### config.mk
export PLATFORM = sky130hd
export DESIGN_NAME = pws_supervisor
export DESIGN_NICKNAME = d
export VERILOG_FILES = /design/src/design/pws_pkg.sv /design/src/design/pws_supervisor.sv /design/src/design/pws_sync.sv
export SDC_FILE = /design/constraint.sdc
export NUM_CORES = 1
export LEC_CHECK = 0
export ABC_CLOCK_PERIOD_IN_PS = 9300
export BUFFER_PORTS_ARGS = -buffer_cell sky130_fd_sc_hd__buf_2
export CORE_UTILIZATION = 45
export DETAILED_ROUTE_END_ITERATION = 10
export GPL_ROUTABILITY_DRIVEN = 1
export PLACE_DENSITY_LB_ADDON = 0.05
export SYNTH_ARGS = -nofsm -noshare
export SYNTH_HDL_FRONTEND = slang
export SYNTH_HIERARCHICAL = 1
export SYNTH_SLANG_ARGS = --single-unit
### constraint.sdc
create_clock -name sys_clk -period 9.3 [get_ports sys_clk]
set_clock_uncertainty 0.15 [all_clocks]
set_input_delay 1.395 -clock sys_clk [delete_from_list [all_inputs] [get_ports sys_clk]]
set_output_delay 1.395 -clock sys_clk [all_outputs]
set_load 0.01 [all_outputs]
### src/design/pws_pkg.sv
package pws_pkg;

    // ------------------------------------------------------------------
    // Clock and timebase
    // ------------------------------------------------------------------
    localparam int unsigned CLK_HZ          = 20_000_000;
    // Tick period at nominal timing capacitor scale, in microseconds
    localparam int unsigned TICK_US         = 1000;
    localparam int unsigned TICK_CYC_NOM    = (CLK_HZ / 1_000_000) * TICK_US;

    // ------------------------------------------------------------------
    // Supervisory intervals, in milliseconds as printed
    // ------------------------------------------------------------------
    localparam int unsigned PB_ON_MS        = 200;
    localparam int unsigned PB_OFF_MS       = 10_000;
    localparam int unsigned KEEP_WAIT_MS    = 10_000;
    localparam int unsigned KEEP_DEB_MS     = 50;
    localparam int unsigned HOLD_OFF_MS     = 1000;
    localparam int unsigned WDG_PERIOD_MS   = 1500;
    localparam int unsigned WDG_LOW_MS      = 200;
    localparam int unsigned RST_DLY_MS      = 230;
    localparam int unsigned IRQ_PW_MS       = 50;
    localparam int unsigned ON_MIN_MS       = 200;

    // Intervals in timebase ticks (one tick per millisecond at nominal scale)
    localparam logic [15:0] PB_ON_TK        = 16'(PB_ON_MS * 1000 / TICK_US);
    localparam logic [15:0] PB_OFF_TK       = 16'(PB_OFF_MS * 1000 / TICK_US);
    localparam logic [15:0] KEEP_WAIT_TK    = 16'(KEEP_WAIT_MS * 1000 / TICK_US);
    localparam logic [15:0] KEEP_DEB_TK     = 16'(KEEP_DEB_MS * 1000 / TICK_US);
    localparam logic [15:0] HOLD_OFF_TK     = 16'(HOLD_OFF_MS * 1000 / TICK_US);
    localparam logic [15:0] WDG_PERIOD_TK   = 16'(WDG_PERIOD_MS * 1000 / TICK_US);
    localparam logic [15:0] WDG_LOW_TK      = 16'(WDG_LOW_MS * 1000 / TICK_US);
    localparam logic [15:0] RST_DLY_TK      = 16'(RST_DLY_MS * 1000 / TICK_US);
    localparam logic [15:0] IRQ_PW_TK       = 16'(IRQ_PW_MS * 1000 / TICK_US);
    localparam logic [15:0] ON_MIN_TK       = 16'(ON_MIN_MS * 1000 / TICK_US);

    localparam int unsigned NUM_REG         = 8;
    localparam logic [15:0] TK_ZERO         = 16'h0000;
    localparam logic [15:0] TK_ONE          = 16'h0001;

    // Power-on sequencer states, Gray coded along off -> press -> wait -> run
    typedef enum logic [2:0] {
        PWS_OFF   = 3'b000,
        PWS_PRESS = 3'b001,
        PWS_WAIT  = 3'b011,
        PWS_RUN   = 3'b010,
        PWS_DOWN  = 3'b110
    } pws_state_t;

    // Fault inputs that feed the interrupt output
    typedef struct packed {
        logic                   temp_alarm;
        logic                   error;
        logic [NUM_REG-1:0]     uv;
        logic [NUM_REG-1:0]     uv_mask;
    } pws_fault_t;

    // Open-drain pin: level driven and enable (low while driving low)
    typedef struct packed {
        logic                   out;
        logic                   oe_n;
    } pws_od_t;

endpackage

### src/design/pws_supervisor.sv
`timescale 1ns/10ps
// Summary of operation
// - Low pushbutton is a press, debounced
// - Press raises power-on before release, minimum hold
// - Keepalive low in normal run drops power-on
// - Pushbutton held 10 s in normal run drops power-on
// - Global restart command drops power-on
// - Keepalive low in normal run disables regulators, plus 1 s
// - Keepalive ignored 10 s during turn-on
// - Missing toggle pulls watchdog fault 200 ms
// - Undervoltage asserts reset after timebase delay
// - All regulators disabled drives reset low
// - Interrupt low on undervoltage, temperature, error
// - Regulator enables are active high
// - Power-on rises after 200 ms press
// - Keepalive low in normal run drops power-on after 50 ms; regulators are cut at once
// - Keepalive ignored for power-on while pushbutton held low
module pws_supervisor (
    input  wire logic                       sys_clk,
    input  wire logic                       rst,
    input  wire logic [15:0]                timing_capacitor_scale,
    input  wire logic                       pushbutton_n,
    input  wire logic                       keepalive_in,
    input  wire logic                       watchdog_kick_in,
    input  wire logic                       restart_cmd,
    input  wire logic [pws_pkg::NUM_REG-1:0] regulator_enable_in,
    input  wire pws_pkg::pws_fault_t        fault_in,
    output pws_pkg::pws_od_t                power_on_out,
    output pws_pkg::pws_od_t                watchdog_fault_out,
    output pws_pkg::pws_od_t                reset_n_out,
    output pws_pkg::pws_od_t                irq_n_out,
    output logic [pws_pkg::NUM_REG-1:0]     regulator_run
);
    import pws_pkg::*;

    // ------------------------------------------------------------------
    // Helpers
    // ------------------------------------------------------------------
    // Saturating tick counter step. Saturation keeps a stuck input from
    // wrapping round and looking like a fresh event, at the cost of never
    // timing anything longer than the counter can hold
    function automatic logic [15:0] tick_step(input logic [15:0] cnt, input logic en);
        logic [15:0] res;
        res = cnt;
        if (en && cnt != 16'hffff)
            res = cnt + TK_ONE;
        return res;
    endfunction

    // ------------------------------------------------------------------
    // Pin synchronisers
    // ------------------------------------------------------------------
    logic pb_n_s;
    logic keep_s;
    logic wdi_s;

    pws_sync u_sync_pb (
        .sys_clk (sys_clk),
        .rst     (rst),
        .din     (pushbutton_n),
        .dout    (pb_n_s)
    );
    pws_sync u_sync_keep (
        .sys_clk (sys_clk),
        .rst     (rst),
        .din     (keepalive_in),
        .dout    (keep_s)
    );
    pws_sync u_sync_wdi (
        .sys_clk (sys_clk),
        .rst     (rst),
        .din     (watchdog_kick_in),
        .dout    (wdi_s)
    );

    // ------------------------------------------------------------------
    // Shared timebase
    // ------------------------------------------------------------------
    logic [31:0] pre_reg;
    logic [31:0] pre_next;
    logic        tick;
    logic [31:0] tick_len;

    // Scale 0 gives a one-cycle tick so the timebase never stalls
    assign tick_len = (timing_capacitor_scale == 16'h0000) ? 32'h0000_0001
                    : 32'(TICK_CYC_NOM) * 32'(timing_capacitor_scale) / 32'h0000_0100;
    assign tick     = (pre_reg >= tick_len - 32'h0000_0001);

    // Free-running prescaler; a scale change takes effect at once because
    // the compare is against the live length, never a stored one
    always_comb begin
        pre_next = tick ? 32'h0000_0000 : pre_reg + 32'h0000_0001;
    end

    // ------------------------------------------------------------------
    // Power-on sequencer
    // ------------------------------------------------------------------
    pws_state_t  st_reg;
    pws_state_t  st_next;
    logic [15:0] pb_cnt_reg;
    logic [15:0] pb_cnt_next;
    logic [15:0] st_cnt_reg;
    logic [15:0] st_cnt_next;
    logic [15:0] kdeb_reg;
    logic [15:0] kdeb_next;
    logic [15:0] hold_reg;
    logic [15:0] hold_next;
    logic        on_reg;
    logic        on_next;
    logic        keep_low;

    // Keepalive low only counts after the debounce time, and never
    // while the button is held: a held button can mean a user override
    assign keep_low = (kdeb_reg >= KEEP_DEB_TK) && pb_n_s;

    always_comb begin
        st_next     = st_reg;
        on_next     = on_reg;
        st_cnt_next = tick_step(st_cnt_reg, tick);
        // Press-duration counter, cleared on release
        pb_cnt_next = pb_n_s ? TK_ZERO : tick_step(pb_cnt_reg, tick);
        kdeb_next   = keep_s ? TK_ZERO : tick_step(kdeb_reg, tick);
        // Regulator hold-off reloads while keepalive low, then runs down
        if (!keep_s)
            hold_next = HOLD_OFF_TK;
        else if (tick && hold_reg != TK_ZERO)
            hold_next = hold_reg - TK_ONE;
        else
            hold_next = hold_reg;
        case (st_reg)
            PWS_OFF: begin
                if (!pb_n_s && pb_cnt_reg >= PB_ON_TK) begin
                    st_next     = PWS_PRESS;
                    on_next     = 1'b1;
                    st_cnt_next = TK_ZERO;
                end
            end
            PWS_PRESS: begin
                // Wait for release so a long first press is not read as off
                if (pb_n_s) begin
                    st_next = PWS_WAIT;
                end
            end
            PWS_WAIT: begin
                // Blanking: keepalive low is not acted on here
                if (keep_s && st_cnt_reg >= ON_MIN_TK) begin
                    st_next = PWS_RUN;
                end else if (st_cnt_reg >= KEEP_WAIT_TK) begin
                    st_next = PWS_DOWN;
                    on_next = 1'b0;
                end
            end
            PWS_RUN: begin
                if (keep_low || pb_cnt_reg >= PB_OFF_TK) begin
                    st_next = PWS_DOWN;
                    on_next = 1'b0;
                end
            end
            PWS_DOWN: begin
                // Re-arm only after the button is released
                if (pb_n_s) begin
                    st_next = PWS_OFF;
                end
            end
            default: begin
                st_next = PWS_OFF;
                on_next = 1'b0;
            end
        endcase
        // Restart is applied last so it overrides every state decision except in OFF
        if (restart_cmd && st_reg != PWS_OFF) begin
            st_next = PWS_DOWN;
            on_next = 1'b0;
        end
    end

    // ------------------------------------------------------------------
    // Watchdog
    // ------------------------------------------------------------------
    logic        wdi_d_reg;
    logic        wdi_d_next;
    logic [15:0] wd_cnt_reg;
    logic [15:0] wd_cnt_next;
    logic [15:0] wdo_cnt_reg;
    logic [15:0] wdo_cnt_next;

    // Any synchronised edge restarts the period; a missed period loads the
    // fault stretch. The stretch is frozen on the tick that reloads it, so
    // a hung host sees back-to-back fault pulses rather than a merged one
    always_comb begin
        wdi_d_next   = wdi_s;
        wd_cnt_next  = wd_cnt_reg;
        wdo_cnt_next = wdo_cnt_reg;
        if (wdi_s != wdi_d_reg) begin
            wd_cnt_next = TK_ZERO;
        end else if (tick) begin
            if (wd_cnt_reg >= WDG_PERIOD_TK - TK_ONE) begin
                wd_cnt_next  = TK_ZERO;
                wdo_cnt_next = WDG_LOW_TK;
            end else begin
                wd_cnt_next = wd_cnt_reg + TK_ONE;
            end
        end
        if (tick && wdo_cnt_reg != TK_ZERO && wd_cnt_reg < WDG_PERIOD_TK - TK_ONE)
            wdo_cnt_next = wdo_cnt_reg - TK_ONE;
    end

    // ------------------------------------------------------------------
    // Reset and interrupt
    // ------------------------------------------------------------------
    logic [NUM_REG-1:0] uv_live;
    logic               any_en;
    logic [15:0]        rst_cnt_reg;
    logic [15:0]        rst_cnt_next;
    logic [15:0]        irq_cnt_reg;
    logic [15:0]        irq_cnt_next;
    logic               irq_cond;

    // Masked or switched-off regulators cannot hold reset; a rail that is
    // disabled on purpose will naturally sit below its set point
    assign any_en   = |regulator_run;
    assign uv_live  = fault_in.uv & ~fault_in.uv_mask & regulator_run;
    assign irq_cond = (|uv_live) || fault_in.temp_alarm || fault_in.error;

    always_comb begin
        // Undervoltage must persist for the assertion delay
        if (uv_live == '0)
            rst_cnt_next = TK_ZERO;
        else if (tick && rst_cnt_reg < RST_DLY_TK)
            rst_cnt_next = rst_cnt_reg + TK_ONE;
        else
            rst_cnt_next = rst_cnt_reg;
        // Stretch the interrupt to its minimum pulse width
        if (irq_cond)
            irq_cnt_next = IRQ_PW_TK;
        else if (tick && irq_cnt_reg != TK_ZERO)
            irq_cnt_next = irq_cnt_reg - TK_ONE;
        else
            irq_cnt_next = irq_cnt_reg;
    end

    // ------------------------------------------------------------------
    // State registers
    // ------------------------------------------------------------------
    // Edge memory resets to the synchroniser idle level, so no false kick
    always_ff @(posedge sys_clk or posedge rst) begin
        if (rst) begin
            pre_reg     <= 32'h0000_0000;
            st_reg      <= PWS_OFF;
            on_reg      <= 1'b0;
            pb_cnt_reg  <= 16'h0000;
            st_cnt_reg  <= 16'h0000;
            kdeb_reg    <= 16'h0000;
            hold_reg    <= 16'h0000;
            wdi_d_reg   <= 1'b1;
            wd_cnt_reg  <= 16'h0000;
            wdo_cnt_reg <= 16'h0000;
            rst_cnt_reg <= 16'h0000;
            irq_cnt_reg <= 16'h0000;
        end else begin
            pre_reg     <= pre_next;
            st_reg      <= st_next;
            on_reg      <= on_next;
            pb_cnt_reg  <= pb_cnt_next;
            st_cnt_reg  <= st_cnt_next;
            kdeb_reg    <= kdeb_next;
            hold_reg    <= hold_next;
            wdi_d_reg   <= wdi_d_next;
            wd_cnt_reg  <= wd_cnt_next;
            wdo_cnt_reg <= wdo_cnt_next;
            rst_cnt_reg <= rst_cnt_next;
            irq_cnt_reg <= irq_cnt_next;
        end
    end

    // ------------------------------------------------------------------
    // Outputs
    // ------------------------------------------------------------------
    // Keepalive gating is applied only after the blanking window, so the
    // host may still be booting while regulators come up
    logic kill_gate;
    assign kill_gate = (st_reg == PWS_RUN) && (!keep_s || hold_reg != TK_ZERO);
    // Limitation: outside RUN the enables pass straight through, so a host
    // that drops keepalive during the blanking window keeps its rails

    // Regulators stay off in RUN while keepalive is low and during hold-off
    assign regulator_run = kill_gate ? '0 : regulator_enable_in;

    // Open-drain: enable low drives the pin low; high releases it
    assign power_on_out.out       = 1'b0;
    assign power_on_out.oe_n      = on_reg;
    assign watchdog_fault_out.out = 1'b0;
    assign watchdog_fault_out.oe_n = (wdo_cnt_reg == TK_ZERO);
    assign reset_n_out.out        = 1'b0;
    assign reset_n_out.oe_n       = any_en && (rst_cnt_reg < RST_DLY_TK);
    assign irq_n_out.out          = 1'b0;
    assign irq_n_out.oe_n         = (irq_cnt_reg == TK_ZERO);
endmodule

### src/design/pws_sync.sv
`timescale 1ns/10ps
// Three-stage synchroniser; output changes once stages two and three agree
module pws_sync (
    input  wire logic   sys_clk,
    input  wire logic   rst,
    input  wire logic   din,
    output logic        dout
);
    import pws_pkg::*;

    logic [2:0] sh_reg;
    logic [2:0] sh_next;
    logic       out_reg;
    logic       out_next;

    // ------------------------------------------------------------------
    // Next state
    // ------------------------------------------------------------------
    always_comb begin
        sh_next  = {sh_reg[1:0], din};
        out_next = (sh_reg[1] == sh_reg[2]) ? sh_reg[2] : out_reg;
    end

    // Resets to the idle (high) level of the active-low pins it serves
    always_ff @(posedge sys_clk or posedge rst) begin
        if (rst) begin
            sh_reg  <= 3'h7;
            out_reg <= 1'b1;
        end else begin
            sh_reg  <= sh_next;
            out_reg <= out_next;
        end
    end

    assign dout = out_reg;
endmodule

After elaboration in Yosys (flattened, before gate mapping)
Index checks and enable logic that the tools add are counted.
{"block": "classes", "magnitude_cmp": 9, "n_mux": 37, "n_addsub": 10, "n_shift": 0, "n_reduce_logical": 42, "bitwise_logic": 3, "n_eq_ne": 21, "multipliers": 1, "div_mod_pow": 0}
{"operator": "$mux W16", "count": 20}
{"operator": "$add A16 B1 Y16 const B", "count": 5}
{"operator": "$logic_not A16 Y1", "count": 3}
{"operator": "$ne A16 B16 Y1 const B", "count": 3}
{"operator": "$reduce_bool A16 Y1", "count": 3}
{"operator": "$sub A16 B1 Y16 const B", "count": 3}
{"operator": "$add A32 B1 Y32 const B", "count": 1}
{"operator": "$ge A16 B14 Y1 const B", "count": 2}
{"operator": "$ge A16 B8 Y1 const B", "count": 2}
{"operator": "$ge A32 B32 Y1", "count": 1}
{"operator": "$mux W32", "count": 1}
{"operator": "$mul A10 B16 Y26 const A", "count": 1}
{"operator": "$sub A23 B1 Y24 const B", "count": 1}
{"operator": "$mux W23", "count": 1}
{"operator": "$mux W3", "count": 7}
{"operator": "$and A8 B8 Y8", "count": 2}
{"operator": "$ge A16 B11 Y1 const B", "count": 1}
{"operator": "$ge A16 B6 Y1 const B", "count": 1}
{"operator": "$lt A16 B11 Y1 const B", "count": 1}
{"operator": "$lt A16 B8 Y1 const B", "count": 1}
{"operator": "$reduce_or A8 Y1", "count": 2}
{"operator": "$pmux W3 S5", "count": 1}
{"operator": "$logic_and A1 B1 Y1", "count": 14}
{"operator": "$reduce_bool A2 Y1", "count": 7}
{"operator": "22 further kinds", "count": 39}
{"block": "word_totals", "mem_bits_rw": 0, "inputBits": 48, "mem_count": 0, "wordCells": 141, "mem_bits_ro": 0, "reg_bits": 177, "output_inout_bits": 16, "latchBits": 0}

Logic depth before layout (Yosys ltp)
Gate-level depths: netlist (run 1).
{"block": "depth", "depth_word": 9, "mapped_depth": 34, "mapped_depth_nobuf": 31}

Hierarchy
Netlist (run 1), hierarchy kept.
{"module": "pws_supervisor", "cells_each": 1554, "area_per_inst_um2": 13399.1, "n_inst": 1, "seq_area_each_um2": 4130.2}
{"module": "pws_sync", "cells_each": 6, "area_per_inst_um2": 120.1, "n_inst": 3, "seq_area_each_um2": 105.1}

Least setup slack after synthesis (run 1)
OpenSTA, ideal clock, no wires.
{"block": "synth_timing", "kind": "input-to-reg", "start": "in timing_capacitor_scale[4]", "end": "reg hold_reg[8]", "setup_slack_ps": 580, "setup_time_ps": 133, "arrival_ps": 8437, "stages": 34, "n_path_buf": 4, "required_ps": 9017, "cell_sequence": "inv_1 > fa_1 > inv_1 > ha_1 > inv_1 > fa_1 > inv_1 > ha_1 > inv_1 > fa_1 > inv_1 > ha_1 > buf_2 > nand2_1 > o21a_1 > o32ai_1 > a311oi_1 > o21ai_0 > nand3_1 > and3_1 > o21ai_0 > nand3_1 > ha_1 > a21o_1 > a21o_1 > a21oi_1 > o21ai_0 > a21o_1 > a31oi_1 > clkbuf_1 > buf_2 > buf_2 > nor4_1 > nand3b_1"}
{"block": "synth_via", "elab_chain_cells": 6, "word_cells_on_any_way": 7, "classes_between": "add/sub (1); mul (1); order compare (1); eq/ne (1); mux (1); reduce/logical (2)"}
{"element": "from (decl)", "line": "pws_supervisor.sv:21", "source": "input wire logic [15:0] timing_capacitor_scale,"}
{"element": "$mul A10 B16 Y26 / $logic_not A16 Y1 (equally long branches)", "line": "pws_supervisor.sv:86, pws_supervisor.sv:85"}
{"element": "$mux W23 (*)", "line": "pws_supervisor.sv:85", "source": "assign tick_len = (timing_capacitor_scale == 16'h0000) ? 32'h0000_0001"}
{"element": "$sub A23 B1 Y24 (*)", "line": "pws_supervisor.sv:87", "source": "assign tick = (pre_reg >= tick_len - 32'h0000_0001);"}
{"element": "$ge A32 B32 Y1 (*)", "line": "pws_supervisor.sv:87"}
{"element": "$logic_and A1 B1 Y1 (*)", "line": "pws_supervisor.sv:126", "source": "else if (tick && hold_reg != TK_ZERO)"}
{"element": "$ne A2 B2 Y1 (no line) (*)"}
{"element": "to (signal assigned)", "line": "pws_supervisor.sv:267", "source": "hold_reg <= hold_next;"}
{"element": "to (decl)", "line": "pws_supervisor.sv:106", "source": "logic [15:0] hold_reg;"}
Every way passes the cells marked *; elsewhere a longest branch is shown, timed or not.
A chain may end at the register's enable or synchronous reset.

Worst setup path in the final report (run 1)
{"block": "layout_timing", "start": "in timing_capacitor_scale[5]", "end": "reg kdeb_reg[11]"}
{"block": "layout_via", "elab_chain_cells": 6, "word_cells_on_any_way": 7, "classes_between": "add/sub (1); mul (1); order compare (1); mux (1); reduce/logical (3)"}
{"element": "$mul A10 B16 Y26 / $logic_not A16 Y1 (equally long branches)", "line": "pws_supervisor.sv:86, pws_supervisor.sv:85"}
{"element": "$mux W23 (*)", "line": "pws_supervisor.sv:85"}
{"element": "$sub A23 B1 Y24 (*)", "line": "pws_supervisor.sv:87"}
{"element": "$ge A32 B32 Y1 (*)", "line": "pws_supervisor.sv:87"}
{"element": "$logic_and A1 B1 Y1 (*)", "line": "pws_supervisor.sv:45", "source": "if (en && cnt != 16'hffff)"}
{"element": "$reduce_bool A2 Y1 (no line) (*)"}
{"element": "to (signal assigned)", "line": "pws_supervisor.sv:266", "source": "kdeb_reg <= kdeb_next;"}
{"element": "to (decl)", "line": "pws_supervisor.sv:104", "source": "logic [15:0] kdeb_reg;"}
Marks and branches as above.

==> flow_summary_export.csv, run 1 <==
group,metric,value,unit
worst_setup_path,crit_fanout,16,
routing,drt_wl_total,30400,um
logic_synthesis,syn_area,13800,um^2
timing,setup-tns-final,0,ns
cts,clockBufferDepth,2,
floorplanning,design.core.area,29900,um^2
worst_setup_path,path_depth,32,
floorplanning,io_pins,64,
logic_synthesis,syn_avg_cell_area,8.75,um^2
power,leakage,6.78,nW
logic_synthesis,synth_commonest_cells,"164 x dfrtp_1, 132 x inv_1, 124 x ha_1, 113 x a21oi_1, 107 x nand2_1",
finish,nNetsFinal,1819,
logic_synthesis,synthDominantCellAreaShare,29.8,%
cts,cts_buffers,17,
worst_setup_path,r2r_setup_slack,5.75,ns
routing,vias,11500,
global_routing,grt_pass1_wl,53600,um
status,status,"completed",
logic_synthesis,ys.flop_type,"dfrtp_1",
cts,path_clk_slew,0.07,ns
floorplanning,die_y,177,um
timing,slew_violations,0,
floorplanning,die_w,177,um
worst_setup_path,critPathLaunchType,"input port",
global_routing,grt.total_usage,20.7,%
routing,wire_per_inst,15.1,um
cts,clock_latency,0.43,ns
worst_setup_path,worstSetupEndpoint,"kdeb_reg[11]",
place,gp_congestion,0.816,
finish,largest_reg_flops,32,
routing,drtIter0Drc,626,
global_routing,grt_max_degree,91,
cts,ctsHtreeMaxLevel,4,
logic_synthesis,yosysWarnings,6,
cts,cts_root_buf,"clkbuf_16",
worst_setup_path,reg2regPathDepth,8,
worst_setup_path,reg2reg_from,"hold_reg[5]",
routing,drtAntennaViolNets,0,
timing,fmax,115,MHz
timing,hold_viol,0,
worst_setup_path,worstSetupPathType,"in2reg",
place,dp_slack,0.126,ns
routing,vias_per_cell,5.69,
power,p_clk_share,22.9,%
timing,holdWs,0.208,ns
worst_setup_path,r2r_end,"irq_cnt_reg[14]",
worst_setup_path,cp_slowest_cell,"fa_1",
finish,diodes,0,
logic_synthesis,synth-async-reset-ratio,100,%
floorplanning,initial_utilization,46.1,%
timing,fin_crit_sh,93.9,%
worst_setup_path,worst-path-buf-inv,9,
logic_synthesis,synth-edff-count,0,
worst_hold_path,hold_class,"reg2reg",
timing,setup_ws,0.568,ns
logic_synthesis,synth_cell_types,82,
run,drv_cap,0,
routing,drtPass1Iterations,5,
power,combPwrFrac,50.7,%
timing,finalSetupViolations,0,
global_routing,overflow,0,
logic_synthesis,yosys.area.top_type,"dfrtp_1",
worst_setup_path,end_kind,"flip-flop",
global_routing,antenna_found_initial,0,
worst_setup_path,worstSetupStartpoint,"timing_capacitor_scale[5]",
power,p_int,1.82,mW
logic_synthesis,netlist_instances,1572,
finish,seq_area,4450,um^2
floorplanning,rows,63,
timing,min_period,8.73,ns
finish,drive_gt1_share,10.6,%
place,hpwl,22200,um
timing,relSlewSlack,32.7,%
cts,numClockSinks,177,
finish,fillers,2852,
power,p_per_area,205,nW/um^2
worst_setup_path,max_stage_delay,0.52,ns
finish,multi_input_area,8560,um^2
power,vdd_ir_drop_max,0.120,mV
power,swShare,41.1,%
worst_setup_path,crit_path_frequent_cell,"inv_1",
global_routing,first_global_vias,11200,
worst_setup_path,cpLargestDelayFamily,"adder cells",
worst_setup_path,crit_required,9.47,ns
timing,max_slew.worst_pin.slew,1.01,ns
cts,tritoncts,"yes",
routing,drc,0,
timing,rsz0062_at_grt,"false",
floorplanning,die-area,31300,um^2
logic_synthesis,yosys-top-cells-area,"dfrtp_1 30%, ha_1 11%, fa_1 5.1%",
worst_setup_path,cp_data_arrival_time,8.90,ns
power,p_sw,1.27,mW
logic_synthesis,yosysSeqAreaShare,32.3,%
power,p_seq_share,26.5,%
finish,area_growth,9.71,%
logic_synthesis,ys_ff_latch,177,
logic_synthesis,yosysMostFrequentCell,"dfrtp_1",
place,io_buffers,59,
## power by group through the flow
stage          Combinational, mW  Sequential (mW)  Clock, mW
5_1_grt                     1.80            0.823      0.764
2_1_floorplan               1.22            0.817          0
4_1_cts                     1.57            0.820      0.733
6_report                    1.57            0.820      0.708
3_3_place_gp                1.56            0.834          0
3_5_place_dp                1.56            0.834          0
## per-layer routing
layer  vias up  wire length (um)  global-route usage [%]
met4         0               278                    4.56
met2       125             14700                    34.8
met3        20               595                    2.34
met1      5539             14800                    28.4
met5         -                 0                       0
li1       5776                 -                       -
## per-stage QoR
| step | total power [mW] | instances | instance area, um^2 | utilization [%] |
|---|---|---|---|---|
| detailed placement | 2.40 | 1983 | 14500 | 48.6 |
| global route | 3.38 | 2015 | 15100 | 50.5 |
| CTS | 3.13 | 2015 | 15100 | 50.5 |
| global placement | 2.39 | 1983 | 14500 | 48.6 |
| floorplan | 2.04 | 1575 | 13800 | - |
| finish | 3.10 | 2015 | 15100 | 50.5 |
## kinds of logic (layout without fill, tap and decap cells)
family,after synthesis,in the layout,share of synthesized area (%)
and+or+nand+nor,616,616,24.6
muxes,13,13,0.982
adders and majority gates,162,162,16.6
AOI/OAI and AO/OA,346,346,16.1
buffers and inverters,200,250,5.77
xor gates and xnor gates,57,57,3.63
other,1,4,0.0273
DFF,177,177,32.3
## placed cells by master, fill, tap and decap left out, types with 7 or more instances in the layout
cell       Yosys  final
a21o_1        25     25
inv_1        132    131
nand2_1      107    107
and2_1        18     18
xor2_1        27     27
nand4_1       35     35
dfstp_2       13     13
ha_1         124    124
xnor2_1       30     30
nor4_1        38     38
and3_1        27     27
fa_1          35     35
o21ai_0       74     74
nand2b_1      23     23
buf_4          5     23
or3_1         41     41
nor2_1       103    103
clkbuf_16      0     17
and4_1        11     11
dfrtp_1      164    164
o31ai_1       30     30
o31a_1         7      7
nor2b_1       13     13
o21a_1        11     11
o311ai_0       8      8
mux2i_1        9      9
or2_2          8      8
nand3b_1      14     14
nand3_1       74     74
o211ai_1      14     14
or4_1         37     37
nor3_1        36     35
a21oi_1      113    113
buf_2          8     59
## how the worst min path moves through the flow
stage               depth (start not counted)  slack [ns]                    end                  start
floorplan                                   0        0.20  u_sync_keep/sh_reg[1]  u_sync_keep/sh_reg[0]
global placement                            0        0.20   u_sync_wdi/sh_reg[1]   u_sync_wdi/sh_reg[0]
detailed placement                          0        0.20   u_sync_wdi/sh_reg[1]   u_sync_wdi/sh_reg[0]
CTS                                         0        0.21   u_sync_wdi/sh_reg[1]   u_sync_wdi/sh_reg[0]
global route                                0        0.21   u_sync_wdi/sh_reg[1]   u_sync_wdi/sh_reg[0]
finish                                      0        0.21  u_sync_keep/sh_reg[1]  u_sync_keep/sh_reg[0]
## area by class of cell
class	instances	share of cell area, %
Sequential cell	177	29.4
Inverter	133	3.34
Clock inverter	14	0.953
Clock buffer	18	2.84
Tap cell	390	3.23
Multi-Input combinational cell	1198	56.7
Timing Repair Buffer	85	3.50
## what timing repair did
item / CTS / global route
setup buffers: 0 / 0
gates resized for setup: 0 / 1
setup endpoints to repair: 0 / 12
hold buffers: 0 / 0
(Power assumes the default switching activity.)
==> run 2, diff against run 1 <==
--- a/config.mk
+++ b/config.mk
@@ -11,6 +11,9 @@
 export DETAILED_ROUTE_END_ITERATION = 10
 export GPL_ROUTABILITY_DRIVEN = 1
 export PLACE_DENSITY_LB_ADDON = 0.05
+export RECOVER_POWER = 25
+export REMOVE_ABC_BUFFERS = 1
+export SLEW_MARGIN = 20
 export SYNTH_ARGS = -nofsm -noshare
 export SYNTH_HDL_FRONTEND = slang
 export SYNTH_HIERARCHICAL = 1
==> run 2 against run 1 <==
  * The run now ends with capacitance limit, slew limit left
  * Register-to-register slack got worse by 0.05 ns
  * Global-route usage barely moved
  * Total power rose by 0.79%
  * First-iteration DRC count fell by 12%
  * Critical path type unchanged
  * Critical endpoint is now kdeb_reg[9]
==> flow_summary_export.csv, run 2 (synthesis gave the netlist of run 1 again) <==
group,metric,value,unit
run,drv_cap,1,
worst_setup_path,cpLargestDelayFamily,"adder cells",
routing,drc,0,
timing,slew_violations,100,
global_routing,grt_use_met1,30.8,%
worst_hold_path,hp-start,"u_sync_pb/sh_reg[0]",
power,total_power,3.12,mW
global_routing,grt_max_degree,100,
cts,clockBufferDepth,2,
place,hpwl,22500,um
worst_setup_path,worstSetupPathType,"in2reg",
cts,tritoncts,"yes",
worst_hold_path,hold_depth,0,
finish,largest_reg_flops,32,
worst_setup_path,max_stage_delay,0.56,ns
routing,vias,11400,
floorplanning,io_pins,64,
finish,drive_gt1_share,10.6,%
routing,drtPass1Iterations,7,
power,p_per_area,206,nW/um^2
worst_setup_path,path_depth,31,
global_routing,overflow,0,
status,status,"finished, violations left",
floorplanning,die_w,177,um
power,p_int,1.82,mW
global_routing,grt.total_usage,20.7,%
power,combPwrFrac,51.1,%
floorplanning,die_y,177,um
global_routing,antenna_found_initial,0,
power,leakage,6.80,nW
finish,final_cell_mix,"164 x dfrtp_1, 131 x inv_1, 124 x ha_1, 112 x a21oi_1, 107 x nand2_1",
cts,cts_buffers,17,
timing,hold_viol,0,
global_routing,busiest_layer,"met2",
status,violations,"capacitance limit, slew limit",
global_routing,met3_usage,2.56,%
cts,cts_root_buf,"clkbuf_16",
routing,vias_per_cell,5.64,
timing,setup-tns-final,0,ns
timing,min_period,8.71,ns
worst_hold_path,hold_end,"u_sync_pb/sh_reg[1]",
finish,nNetsFinal,1824,
worst_setup_path,worst-path-buf-inv,8,
cts,clock_latency,0.44,ns
worst_setup_path,reg2regPathDepth,8,
worst_setup_path,r2r_end,"irq_cnt_reg[14]",
worst_setup_path,cp_slowest_cell,"or4_4",
timing,max_slew.worst_pin.slew,4.58,ns
finish,fin_cells,2020,
floorplanning,initial_utilization,46.1,%
worst_setup_path,crit_required,9.50,ns
timing,fin_crit_sh,93.6,%
timing,holdWs,0.213,ns
place,gp_congestion,0.846,
floorplanning,die-area,31300,um^2
routing,drtIter0Drc,550,
cts,ctsHtreeMaxLevel,4,
worst_setup_path,critPathLaunchType,"input port",
worst_setup_path,crit_path_frequent_cell,"inv_1",
finish,diodes,0,
global_routing,grt_use_met2,32.0,%
power,p_clk_share,22.7,%
finish,area_growth,9.88,%
floorplanning,design.core.area,29900,um^2
cts,numClockSinks,177,
worst_setup_path,cp_data_arrival_time,8.91,ns
power,p_seq_share,26.3,%
worst_setup_path,crit_fanout,10,
timing,rsz0062_at_grt,"false",
floorplanning,rows,63,
worst_setup_path,end_kind,"flip-flop",
routing,wire_per_inst,15.2,um
timing,fmax,115,MHz
place,io_buffers,59,
timing,finalSetupViolations,0,
worst_setup_path,reg2reg_from,"hold_reg[5]",
place,dp_cells,1988,
timing,relSlewSlack,-207,%
routing,drt_wl_total,30800,um
cts,path_clk_slew,0.07,ns
routing,drtAntennaViolNets,0,
power,vdd_ir_drop_max,0.140,mV
worst_hold_path,hold_class,"reg2reg",
finish,final_common_cell,"dfrtp_1",
worst_setup_path,r2r_setup_slack,5.70,ns
global_routing,first_global_vias,10800,
power,p_sw,1.30,mW
global_routing,grt_pass1_wl,53300,um
power,swShare,41.6,%
==> run 2: cell count changes in the layout (fill, tap and decap cells not counted), sizes merged <==
cell      before  now
clkinv         3    5
clkbuf        18   19
bufinv         1    0
clkinvlp       4    3
buf           85   89
==> run 2: power by group through the flow <==
stage / Sequential [mW] / Clock (mW) / Combinational (mW)
global placement: 0.834 / 0 / 1.56
floorplan: 0.825 / 0 / 1.19
global route: 0.823 / 0.763 / 1.82
CTS: 0.819 / 0.730 / 1.59
finish: 0.819 / 0.707 / 1.59
detailed placement: 0.834 / 0 / 1.58
==> run 2: worst max-delay path by stage <==
stage,from,end,slack (ns)
floorplan,timing_capacitor_scale[4],wd_cnt_reg[10],-4.23
global placement,timing_capacitor_scale[5],kdeb_reg[14],0.21
detailed placement,timing_capacitor_scale[5],kdeb_reg[9],0.13
CTS,timing_capacitor_scale[5],kdeb_reg[9],0.60
global route,timing_capacitor_scale[5],kdeb_reg[12],0.01
finish,timing_capacitor_scale[5],kdeb_reg[9],0.59
==> run 2: repair_timing <==
item / in CTS / in global routing
hold buffers: 0 / 0
resized for setup: 0 / 2
setup endpoints to repair: 0 / 1
setup buffers: 0 / 0
==> run 2: layout make-up <==
class	count	area, um^2
inverters	133	500
well taps	390	488
flip-flops and latches	177	4450
fillers	2846	14800
clock inverters	14	143
clock buffers	18	429
repair buffers	90	552
multi-input cells	1198	8560
==> run 2: worst reg2reg max path, cell delays in order (launching register included) <==
cell     delay, ns
dfrtp_1       0.43
or4_4         0.56
or4_4         0.47
or4_4         0.51
o21ai_2       0.52
and2_4        0.35
or3_4         0.24
nor2_1        0.06
a31o_1        0.20
==> run 2: metal layers <==
metal  vias to the layer above  part of all wire, %
li1                       5765                    -
met1                      5481                   52
met2                       137                   44
met3                        19                  2.4
met4                         0                 0.81
met5                         -                    0
==> run 2: per-stage QoR <==
step	setup WS (ns)	instance area (um^2)	util, %
floorplan	-4.23	13500	-
CTS	0.603	15100	50.6
finish	0.595	15100	50.6
global route	0.0109	15100	50.6
global placement	0.209	14500	48.7
detailed placement	0.131	14500	48.7
